$ cat src/tscp_map.vh
// Constants of the three-wire serial configuration port.
// Function
// - Sixteen-bit instruction leads every transfer.
// - Instruction supplies start address and direction.
// - Former count bits become address bits.
// - Stream ends only when select rises.
// - Unlimited bytes, address steps after each.
// - Only ascension bit picks step direction.
// - Write bits captured on rising clock.
// - Read bits driven on falling clock.
// - Read returns eight bits per address.
// - Unused addresses still return a byte.
// - Data pin released while select high.
// - Single shared data pin, three-wire only.
// - Buffered writes touch only shadow copies.
// - Update bit copies shadows, then self-clears.
// - Update pin also copies shadows.
// - Readback source bit picks shadow or active.
// - Configuration register lives in port logic.
// - Straps choose protocol once after reset.
// - No short single-byte instruction format.
// - Top bit direction, two top address ignored.
// - Bit six selects LSB-first immediately.
// - Bit five clear decrements, set increments.
`ifndef TSCP_MAP_VH
`define TSCP_MAP_VH

// Register offsets handled inside the port logic.
`define TSCP_ADDR_CFG 13'h0000
`define TSCP_ADDR_RBSEL 13'h0001
`define TSCP_ADDR_UPD 13'h000F

// Field positions.
`define TSCP_CFG_LSB_BIT 6
`define TSCP_CFG_ASC_BIT 5
`define TSCP_RBSEL_BIT 5
`define TSCP_UPD_BIT 0
`define TSCP_RW_BIT 15

// Widths and counts.
`define TSCP_AW 13
`define TSCP_ADDR_ONE 13'h0001
`define TSCP_INSTR_LAST 4'hF
`define TSCP_BYTE_LAST 4'h7
`define TSCP_MEM_AW 5
`define TSCP_MEM_DEPTH 32
`define TSCP_MEM_LIMIT 13'h0020
`define TSCP_CTRL_ENTRY 5'h10

// Reset values.
`define TSCP_BYTE_ZERO 8'h00
`define TSCP_ADDR_ZERO 13'h0000
// Idle pin levels for the synchroniser: select and data high, clocks and straps low.
`define TSCP_SYNC_IDLE 8'h06

// Strap pattern that selects the serial port, and its settling wait.
`define TSCP_STRAP_SPI 4'h0
`define TSCP_CLK_NS 100
`define TSCP_STRAP_WAIT_NS 400
`define TSCP_STRAP_WAIT_CYC ((`TSCP_STRAP_WAIT_NS + `TSCP_CLK_NS - 1) / `TSCP_CLK_NS)

// Transfer phases.
`define TSCP_PH_INSTR 2'h0
`define TSCP_PH_WRITE 2'h1
`define TSCP_PH_READ 2'h2

`endif

$ cat src/tscp_regmem.v
// Shadow and active register copies with a registered read port.
`timescale 1ns/1ps
`default_nettype none
`include "tscp_map.vh"

module tscp_regmem
(
	input wire clk_i,
	input wire rstn_i,
	input wire wr_en_i,
	input wire [`TSCP_MEM_AW-1:0] wr_addr_i,
	input wire [7:0] wr_data_i,
	input wire copy_i,
	input wire [`TSCP_MEM_AW-1:0] rd_addr_i,
	input wire rd_active_i,
	output reg [7:0] rd_data_o,
	output wire [7:0] ctrl_o
);

	// Flattened copies, one byte per entry.
	wire [8*`TSCP_MEM_DEPTH-1:0] shadow_w;
	wire [8*`TSCP_MEM_DEPTH-1:0] active_w;

	genvar gi;
	generate
		for (gi = 0; gi < `TSCP_MEM_DEPTH; gi = gi + 1)
		begin : g_entry
			reg [7:0] shadow_q; // Written by the port.
			reg [7:0] active_q; // Steers the device.
			// Writes land in the shadow only; the active copy follows on update.
			always @(posedge clk_i or negedge rstn_i)
			begin
				if (!rstn_i)
				begin
					shadow_q <= `TSCP_BYTE_ZERO;
					active_q <= `TSCP_BYTE_ZERO;
				end
				else
				begin
					if (wr_en_i && (wr_addr_i == gi))
						shadow_q <= wr_data_i;
					if (copy_i)
						active_q <= shadow_q;
				end
			end
			assign shadow_w[8*gi+7:8*gi] = shadow_q;
			assign active_w[8*gi+7:8*gi] = active_q;
		end
	endgenerate

	// Registered read; the source bit picks which copy answers.
	always @(posedge clk_i or negedge rstn_i)
	begin
		if (!rstn_i)
			rd_data_o <= `TSCP_BYTE_ZERO;
		else if (rd_active_i)
			rd_data_o <= active_w[8*rd_addr_i +: 8];
		else
			rd_data_o <= shadow_w[8*rd_addr_i +: 8];
	end

	// One active entry leaves the block as the device's control byte.
	assign ctrl_o = active_w[8*`TSCP_CTRL_ENTRY +: 8];

endmodule // tscp_regmem

`default_nettype wire

$ cat src/tscp_top.v
// Three-wire serial configuration port, target side.
`timescale 1ns/1ps
`default_nettype none
`include "tscp_map.vh"

module tscp_top
(
	input wire REF_CLK_I,
	input wire RSTN_I,
	input wire SCLK_I,
	input wire CSN_I,
	input wire SDIO_I,
	output reg SDIO_O,
	output reg SDIO_OE_O,
	input wire UPDATE_PIN_I,
	input wire STRAP_PIN_A_I,
	input wire STRAP_PIN_B_I,
	input wire STRAP_PIN_C_I,
	input wire STRAP_PIN_D_I,
	output reg SPI_ACTIVE_O,
	output wire [7:0] ACTIVE_CTRL_O
);

	////////////////////////////////////////////////////////////////////////////
	// Pin synchronisers.

	// Bit order: straps[7:4], update pin, data, select, clock.
	wire [7:0] pins_w = {STRAP_PIN_D_I, STRAP_PIN_C_I, STRAP_PIN_B_I, STRAP_PIN_A_I,
		UPDATE_PIN_I, SDIO_I, CSN_I, SCLK_I};
	reg [7:0] sync1_q; // First stage, read only by the second.
	reg [7:0] sync2_q; // Settled pin levels.
	reg [7:0] dly_q; // Previous settled levels for edge finding.

	// Two flops per pin; the serial clock is sampled, not used as a clock.
	always @(posedge REF_CLK_I or negedge RSTN_I)
	begin
		if (!RSTN_I)
		begin
			sync1_q <= `TSCP_SYNC_IDLE;
			sync2_q <= `TSCP_SYNC_IDLE;
			dly_q <= `TSCP_SYNC_IDLE;
		end
		else
		begin
			sync1_q <= pins_w;
			sync2_q <= sync1_q;
			dly_q <= sync2_q;
		end
	end

	wire sclk_rise_w = sync2_q[0] & ~dly_q[0];
	wire sclk_fall_w = ~sync2_q[0] & dly_q[0];
	wire data_w = sync2_q[2];
	wire upd_pin_rise_w = sync2_q[3] & ~dly_q[3];

	////////////////////////////////////////////////////////////////////////////
	// Protocol choice from the straps.

	// The wait is worked out as an integer and cut to the counter's width on purpose.
	localparam integer STRAP_WAIT_N = `TSCP_STRAP_WAIT_CYC;
	localparam [2:0] STRAP_WAIT = STRAP_WAIT_N[2:0];
	reg [2:0] strap_cnt_q; // Settling count after reset release.
	reg strap_done_q; // Choice taken; frozen until the next reset.

	// Straps are caught once, a few cycles after release, never again.
	always @(posedge REF_CLK_I or negedge RSTN_I)
	begin
		if (!RSTN_I)
		begin
			strap_cnt_q <= 3'h0;
			strap_done_q <= 1'b0;
			SPI_ACTIVE_O <= 1'b0;
		end
		else if (!strap_done_q)
		begin
			if (strap_cnt_q == STRAP_WAIT)
			begin
				strap_done_q <= 1'b1;
				SPI_ACTIVE_O <= (sync2_q[7:4] == `TSCP_STRAP_SPI);
			end
			else
				strap_cnt_q <= strap_cnt_q + 3'h1;
		end
	end

	// Select is honoured only when this protocol won at reset.
	wire cs_act_w = ~sync2_q[1] & SPI_ACTIVE_O;

	////////////////////////////////////////////////////////////////////////////
	// Port-local registers.

	reg lsb_first_q; // Bit order for instruction and payload.
	reg ascend_q; // Address step direction.
	reg rb_active_q; // Readback from the active copy when set.
	reg copy_q; // One-cycle shadow-to-active transfer.

	// Stepping depends on the ascension bit alone, never on bit order.
	function [`TSCP_AW-1:0] step_addr;
		input [`TSCP_AW-1:0] a;
		input asc;
		begin
			step_addr = asc ? (a + `TSCP_ADDR_ONE) : (a - `TSCP_ADDR_ONE);
		end
	endfunction

	////////////////////////////////////////////////////////////////////////////
	// Two-entry write buffer between the shifter and the registers.

	reg [1:0] fifo_cnt_q; // Entries held, 0 to 2.
	reg [`TSCP_AW+7:0] ent0_q; // Head entry {address, data}.
	reg [`TSCP_AW+7:0] ent1_q; // Second entry.
	wire fifo_in_ready_w = (fifo_cnt_q != 2'h2);
	wire fifo_out_valid_w = (fifo_cnt_q != 2'h0);
	// The drain stalls for the transfer cycle so a queued write can't race it.
	wire fifo_out_ready_w = ~copy_q;
	wire pop_w = fifo_out_valid_w & fifo_out_ready_w;
	reg push_w; // Completed byte offered by the shifter.
	reg [`TSCP_AW+7:0] push_data_w; // Its address and data.
	wire push_ok_w = push_w & fifo_in_ready_w;

	// Classic shift-down pair: head leaves, tail moves up.
	always @(posedge REF_CLK_I or negedge RSTN_I)
	begin
		if (!RSTN_I)
		begin
			fifo_cnt_q <= 2'h0;
			ent0_q <= {`TSCP_ADDR_ZERO, `TSCP_BYTE_ZERO};
			ent1_q <= {`TSCP_ADDR_ZERO, `TSCP_BYTE_ZERO};
		end
		else
		begin
			if (pop_w && push_ok_w)
			begin
				if (fifo_cnt_q == 2'h1)
					ent0_q <= push_data_w;
				else
				begin
					ent0_q <= ent1_q;
					ent1_q <= push_data_w;
				end
			end
			else if (pop_w)
			begin
				ent0_q <= ent1_q;
				fifo_cnt_q <= fifo_cnt_q - 2'h1;
			end
			else if (push_ok_w)
			begin
				if (fifo_cnt_q == 2'h0)
					ent0_q <= push_data_w;
				else
					ent1_q <= push_data_w;
				fifo_cnt_q <= fifo_cnt_q + 2'h1;
			end
		end
	end

	wire [`TSCP_AW-1:0] drain_addr_w = ent0_q[`TSCP_AW+7:8];
	wire [7:0] drain_data_w = ent0_q[7:0];
	wire mem_wr_w = pop_w & (drain_addr_w < `TSCP_MEM_LIMIT) & (drain_addr_w != `TSCP_ADDR_CFG)
		& (drain_addr_w != `TSCP_ADDR_RBSEL) & (drain_addr_w != `TSCP_ADDR_UPD);

	// Drained writes to the port-local registers act at once.
	always @(posedge REF_CLK_I or negedge RSTN_I)
	begin
		if (!RSTN_I)
		begin
			lsb_first_q <= 1'b0;
			ascend_q <= 1'b0;
			rb_active_q <= 1'b0;
			copy_q <= 1'b0;
		end
		else
		begin
			// The update bit is never stored, so it reads back as zero.
			copy_q <= upd_pin_rise_w
				| (pop_w & (drain_addr_w == `TSCP_ADDR_UPD) & drain_data_w[`TSCP_UPD_BIT]);
			if (pop_w && (drain_addr_w == `TSCP_ADDR_CFG))
			begin
				lsb_first_q <= drain_data_w[`TSCP_CFG_LSB_BIT];
				ascend_q <= drain_data_w[`TSCP_CFG_ASC_BIT];
			end
			if (pop_w && (drain_addr_w == `TSCP_ADDR_RBSEL))
				rb_active_q <= drain_data_w[`TSCP_RBSEL_BIT];
		end
	end

	////////////////////////////////////////////////////////////////////////////
	// Register copies and the readback byte.

	reg [`TSCP_AW-1:0] addr_q; // Current stream address.
	wire [7:0] mem_rd_w;

	tscp_regmem u_regmem
	(
		.clk_i(REF_CLK_I),
		.rstn_i(RSTN_I),
		.wr_en_i(mem_wr_w),
		.wr_addr_i(drain_addr_w[`TSCP_MEM_AW-1:0]),
		.wr_data_i(drain_data_w),
		.copy_i(copy_q),
		.rd_addr_i(addr_q[`TSCP_MEM_AW-1:0]),
		.rd_active_i(rb_active_q),
		.rd_data_o(mem_rd_w),
		.ctrl_o(ACTIVE_CTRL_O)
	);

	reg [7:0] rd_byte_q; // Byte ready for the next read slot.

	// Every address answers; unmapped ones give zero rather than being skipped.
	always @(posedge REF_CLK_I or negedge RSTN_I)
	begin
		if (!RSTN_I)
			rd_byte_q <= `TSCP_BYTE_ZERO;
		else if (addr_q == `TSCP_ADDR_CFG)
			rd_byte_q <= {1'b0, lsb_first_q, ascend_q, 5'h00};
		else if (addr_q == `TSCP_ADDR_RBSEL)
			rd_byte_q <= {2'h0, rb_active_q, 5'h00};
		else if ((addr_q < `TSCP_MEM_LIMIT) && (addr_q != `TSCP_ADDR_UPD))
			rd_byte_q <= mem_rd_w;
		else
			rd_byte_q <= `TSCP_BYTE_ZERO;
	end

	////////////////////////////////////////////////////////////////////////////
	// Serial sequencer.

	reg [1:0] phase_q; // Instruction, write or read payload.
	reg [3:0] cnt_q; // Bit count within instruction or byte.
	reg [15:0] sr_q; // Receive shifter.
	reg [7:0] tx_q; // Transmit shifter.
	reg [15:0] sr_d; // Shifter after this rising edge.

	// Shift direction follows the bit-order setting of the moment.
	always @*
	begin
		sr_d = lsb_first_q ? {data_w, sr_q[15:1]} : {sr_q[14:0], data_w};
		push_w = 1'b0;
		push_data_w = {addr_q, (lsb_first_q ? sr_d[15:8] : sr_d[7:0])};
		if (cs_act_w && sclk_rise_w && (phase_q == `TSCP_PH_WRITE) && (cnt_q == `TSCP_BYTE_LAST))
			push_w = 1'b1;
	end

	// A select rise abandons everything, including a half-shifted byte.
	always @(posedge REF_CLK_I or negedge RSTN_I)
	begin
		if (!RSTN_I)
		begin
			phase_q <= `TSCP_PH_INSTR;
			cnt_q <= 4'h0;
			sr_q <= 16'h0000;
			tx_q <= `TSCP_BYTE_ZERO;
			addr_q <= `TSCP_ADDR_ZERO;
			SDIO_O <= 1'b0;
			SDIO_OE_O <= 1'b0;
		end
		else if (!cs_act_w)
		begin
			phase_q <= `TSCP_PH_INSTR;
			cnt_q <= 4'h0;
			SDIO_OE_O <= 1'b0;
		end
		else if (sclk_rise_w && (phase_q != `TSCP_PH_READ))
		begin
			sr_q <= sr_d;
			if (phase_q == `TSCP_PH_INSTR)
			begin
				// Always the full word; no short instruction form exists.
				if (cnt_q == `TSCP_INSTR_LAST)
				begin
					cnt_q <= 4'h0;
					// Bits 14 and 13 forced low; bit 12 kept as an address bit.
					addr_q <= sr_d[`TSCP_AW-1:0];
					phase_q <= sr_d[`TSCP_RW_BIT] ? `TSCP_PH_READ : `TSCP_PH_WRITE;
				end
				else
					cnt_q <= cnt_q + 4'h1;
			end
			else if (cnt_q == `TSCP_BYTE_LAST)
			begin
				// A full buffer drops the byte; it can't fill at the bench rate.
				cnt_q <= 4'h0;
				addr_q <= step_addr(addr_q, ascend_q);
			end
			else
				cnt_q <= cnt_q + 4'h1;
		end
		else if (sclk_fall_w && (phase_q == `TSCP_PH_READ))
		begin
			SDIO_OE_O <= 1'b1;
			if (cnt_q == 4'h0)
			begin
				// Load a fresh byte and move on so the next one is fetched early.
				SDIO_O <= lsb_first_q ? rd_byte_q[0] : rd_byte_q[7];
				tx_q <= lsb_first_q ? {1'b0, rd_byte_q[7:1]} : {rd_byte_q[6:0], 1'b0};
				addr_q <= step_addr(addr_q, ascend_q);
			end
			else
			begin
				SDIO_O <= lsb_first_q ? tx_q[0] : tx_q[7];
				tx_q <= lsb_first_q ? {1'b0, tx_q[7:1]} : {tx_q[6:0], 1'b0};
			end
			cnt_q <= (cnt_q == `TSCP_BYTE_LAST) ? 4'h0 : (cnt_q + 4'h1);
		end
	end

endmodule // tscp_top

`default_nettype wire

$ cat config.mk
export PLATFORM = sky130hd
export DESIGN_NAME = tscp_top
export DESIGN_NICKNAME = d
export VERILOG_FILES = /design/src/tscp_regmem.v /design/src/tscp_top.v
export VERILOG_INCLUDE_DIRS = /design/src
export SDC_FILE = /design/constraint.sdc
export NUM_CORES = 1
export LEC_CHECK = 0
export BUFFER_PORTS_ARGS = -buffer_cell sky130_fd_sc_hd__buf_2
export CAP_MARGIN = 0
export CORE_UTILIZATION = 28
export DETAILED_ROUTE_END_ITERATION = 8
export GPL_TIMING_DRIVEN = 0
export PLACE_DENSITY_LB_ADDON = 0.08
export SLEW_MARGIN = 20
export SYNTH_ARGS = -nofsm -noshare
export SYNTH_HDL_FRONTEND = slang
export SYNTH_HIERARCHICAL = 1
export SYNTH_SLANG_ARGS = --single-unit
$ cat constraint.sdc
create_clock -name REF_CLK_I -period 4 [get_ports REF_CLK_I]
set_clock_uncertainty 0.05 [all_clocks]
set_input_delay 0.8 -clock REF_CLK_I [delete_from_list [all_inputs] [get_ports REF_CLK_I]]
set_output_delay 0.8 -clock REF_CLK_I [all_outputs]
set_load 0.005 [all_outputs]
==> Implementation_results.wiki <==
{| class="wikitable"
! Metric !! Value
|-
| Largest delay share family, worst path || simple AND/OR/NAND/NOR gates
|-
| Cell with the biggest individual delay on the critical path || sky130_fd_sc_hd__nor2_1
|-
| Peak VDD IR || 0.299 mV
|-
| Max-Cap Viols || 0
|-
| Worst R2R Path Depth || 8
|-
| Cell accounting for the most synthesized area || sky130_fd_sc_hd__dfrtp_1
|-
| Placed wire-length estimate after detailed placement || 64,800 µm
|-
| Result of the run || completed
|-
| Final Max Slew Viols || 0
|-
| Launch point of the worst path || fifo_cnt_q[0]
|-
| Startpoint class of the critical path || register
|-
| R2R Path End || u_regmem/g_entry[25].shadow_q[6]
|-
| Critical path type || register to register
|-
| DRC || 0
|-
| Share of the synthesized area in the top cell type || 54.2%
|-
| Buffers plus inverters on the worst setup path || 1
|-
| Die extent in y || ~330 µm
|-
| Overall fraction of global-route tracks in use || 18.0%
|-
| Die Area || roughly 110,000 µm²
|-
| Setup crit end kind || register
|-
| Vias in the first global route || 19,000
|-
| Nets in the synthesized netlist || slightly above 2,000
|-
| Warnings, synthesis || 6
|-
| Reg-to-reg slack, setup || about 0.18 ns
|-
| Startpoint of the worst register-to-register path || fifo_cnt_q[0]
|-
| Skew-Pair Late Insertion Delay || roughly 0.65 ns
|-
| Register bit count reported by yosys || between 600 and 700
|-
| Post-synth top cells || sky130_fd_sc_hd__dfrtp_1 (640), sky130_fd_sc_hd__mux2_2 (533), sky130_fd_sc_hd__mux4_2 (121)
|-
| Proportion of layout cells with a drive suffix above 1 || 42.0%
|-
| Avg Cell Area, Syn || 14.5 µm²
|-
| CORE AREA || about 100,000 µm²
|-
| Critical path data arrival time || between 4 and 5 ns
|-
| Unrepaired setup endpoints after global routing || false
|-
| Cell leakage power || 15.6 nW
|-
| Most frequently used cell type in the post-synthesis netlist || sky130_fd_sc_hd__dfrtp_1
|-
| Number of H-tree branching levels || 3
|-
| Share of synthesized area occupied by flip-flops and latches || 54.6%
|-
| Root buf cell || sky130_fd_sc_hd__clkbuf_16
|-
| Number of CTS-inserted buffers || 80
|-
| Async S/R FF share, synth || between 90% and 100%
|-
| Transition time at the pin with the least slew margin || approximately 1.1 ns
|-
| Cell repeated most along the worst path || sky130_fd_sc_hd__nor2_1
|-
| Sinks on Clock Net || 644
|-
| First-pass detailed-route iteration total || 5
|-
| Tightest slew margin relative to the limit || about a quarter
|-
| Distinct cells, synth || just over 80
|-
| Total vias in the final route || around 18,000
|-
| Min cycle time layout || between 3 and 4 ns
|-
| Detailed-route wire length per cell || about 26 µm
|-
| Maximum number of pins on one net before global-route repair || 93
|-
| Setup TNS || 0 ns
|-
| Effective utilization at floorplan || between 20 and 30%
|-
| Final weighted congestion in routability-driven placement || 0.841
|-
| Global route total overflow || 0
|-
| Number of hold violations in the final report || 0
|-
| Number of placement rows || 118
|-
| Antenna viol nets, final || 0
|-
| Worst path depth || 8
|-
| Area of the mapped netlist || 29,500 µm²
|-
| Boundary Pins || 21
|-
| CTS tree || yes
|-
| Power per standard cell area || roughly 410 nW/µm²
|-
| Worst-path fanout max || 8
|-
| Mean number of vias per cell || 5.00
|-
| First-pass GRT wire length || ~140,000 µm
|-
| Synthesis-to-layout area growth || 16.2%
|-
| Detailed router's first-iteration violation count || between 1,000 and 1,500
|-
| Setup-violating endpoint count in the final report || 0
|-
| Critical path's largest stage delay || ~0.95 ns
|-
| Maximum buffer depth of the clock tree || 3
|-
| Required time of the critical path || ~4.5 ns
|-
| Area contributors post-synth || sky130_fd_sc_hd__dfrtp_1 (54%), sky130_fd_sc_hd__mux2_2 (20%), sky130_fd_sc_hd__mux4_2 (9.2%), sky130_fd_sc_hd__mux2i_1 (2.5%), sky130_fd_sc_hd__clkbuf_1 (1.2%)
|-
| Floorplan die width || approximately 330 µm
|-
| Overall power consumption || 14.2 mW
|-
| Most used DFF post-synth || sky130_fd_sc_hd__dfrtp_1
|-
| Fraction of the cycle the final worst path needs || between 90% and 100%
|-
| Crit path capture || u_regmem/g_entry[25].shadow_q[6]
|-
| Detailed Route WL || approximately 94,000 µm
|-
| Post-CTS clock slew at the launch and capture registers of the worst setup and hold paths || ~0.06 ns
|-
| Count of filler cells inserted in the layout || 10,300
|-
| Area used by sequential logic in the layout || 16,100 µm²
|-
| Instance count of the mapped netlist || roughly 2,000
|-
| Number of input and output port buffers inserted || 20
|-
| Ordered list of cells on the worst path || inv_1, ha_1, nor2_1, nand3_1, nor2_2, nand4b_1, nor2_1, mux2_2
|-
| Total of hold buffers inserted after clock tree synthesis || 0
|-
| Core occupancy in the finished layout || 33.0%
|-
| Area of the multi-input gates || roughly 13,000 µm²
|-
| Initial antenna violation count || 7
|-
| Nets || around 2,200
|-
| Path class of the lowest-slack min-delay path || primary input to async pin
|-
| Post-synth EDFFs || 0
|-
| Fmax || 0.262 GHz
|}
==> where the power goes <==
part           switching [mW]  internal, mW  total (mW)
clock network            2.90          4.43        7.33
registers             0.00794          6.53        6.54
logic                   0.233        0.0783       0.312
==> layer usage <==
metal	up-vias	share of wire (%)	track usage, %
li1	7773	-	-
met1	9694	48	25.7
met2	298	46	28.2
met3	139	3.3	2.52
met4	0	2.8	5.36
met5	-	0	0
==> how the worst min path moves through the flow <==
stage | start | to | slack [ns] | depth (start not counted)
finish | RSTN_I | strap_cnt_q[2] | 0.08 | 1
global route | RSTN_I | strap_cnt_q[2] | 0.10 | 1
CTS | RSTN_I | sync2_q[5] | 0.09 | 1
detailed placement | sync1_q[4] | sync2_q[4] | 0.28 | 0
global placement | sync1_q[3] | sync2_q[3] | 0.28 | 0
floorplan | sync1_q[0] | sync2_q[0] | 0.28 | 0
==> final cells by class <==
cell class              instances  share of cell area (%)
multi-input cells            1227                    37.0
inverters                      19                   0.208
well taps                    1380                    5.03
clock buffers                 113                    6.90
diodes                          2                  0.0146
flip-flops and latches        644                    47.0
clock inverters                27                   0.835
plain buffers                 141                    2.02
repair buffers                 29                   0.995
==> through the flow <==
stage | std cells | area, µm² | worst slack [ns] | hold WS, ns
floorplan | 2031 | 29500 | 1.33 | 0.281
global placement | 3431 | 31400 | -11.87 | 0.284
detailed placement | 3440 | 31700 | -0.142 | 0.285
CTS | 3580 | 34300 | 0.0468 | 0.0872
global route | 3580 | 34300 | 0.00562 | 0.100
finish | 3582 | 34300 | 0.181 | 0.0763
==> layout by cell type (no fill, tap or decap), types with 14 or more instances in the layout <==
cell,netlist,layout
sky130_fd_sc_hd__and2_1,16,16
sky130_fd_sc_hd__o221ai_1,18,18
sky130_fd_sc_hd__nand2_1,90,90
sky130_fd_sc_hd__clkbuf_8,2,20
sky130_fd_sc_hd__mux2i_1,74,74
sky130_fd_sc_hd__buf_2,27,47
sky130_fd_sc_hd__o21ai_0,60,60
sky130_fd_sc_hd__nor2_1,46,39
sky130_fd_sc_hd__mux2_4,16,16
sky130_fd_sc_hd__clkinv_2,0,14
sky130_fd_sc_hd__clkbuf_2,1,15
sky130_fd_sc_hd__mux4_2,121,121
sky130_fd_sc_hd__dfrtp_1,640,640
sky130_fd_sc_hd__clkbuf_1,92,90
sky130_fd_sc_hd__inv_1,19,19
sky130_fd_sc_hd__clkbuf_16,0,83
sky130_fd_sc_hd__mux2_2,533,533
sky130_fd_sc_hd__a21oi_1,50,50
==> cells by family after synthesis <==
group	count (synthesis)	synth area share, %
xor+xnor	8	0.237
mux	744	32.9
simple gates	255	4.65
flops	644	54.6
fa+ha+maj	12	0.508
compound gates	208	4.64
buf+inv	160	2.52
==> flip-flops by register name, indices dropped and copies added (netlist names), 2 cells and up <==
signal,cells
addr_q,13
cnt_q,4
dly_q,2
ent0_q,21
ent1_q,21
fifo_cnt_q,2
phase_q,2
rd_byte_q,8
sr_q,16
strap_cnt_q,3
sync1_q,8
sync2_q,8
tx_q,8
u_regmem/ctrl_o,8
u_regmem/g_entry.active_q,248
u_regmem/g_entry.shadow_q,256
u_regmem/rd_data_o,8
==> what timing repair did <==
| action | CTS | global route |
|---|---|---|
| endpoints found under the setup margin | 74 | 27 |
| pin swaps | 0 | 0 |
| buffers inserted | 0 | 0 |
| resized for setup | 1 | 2 |
Power figures use the tool's default switching activity.
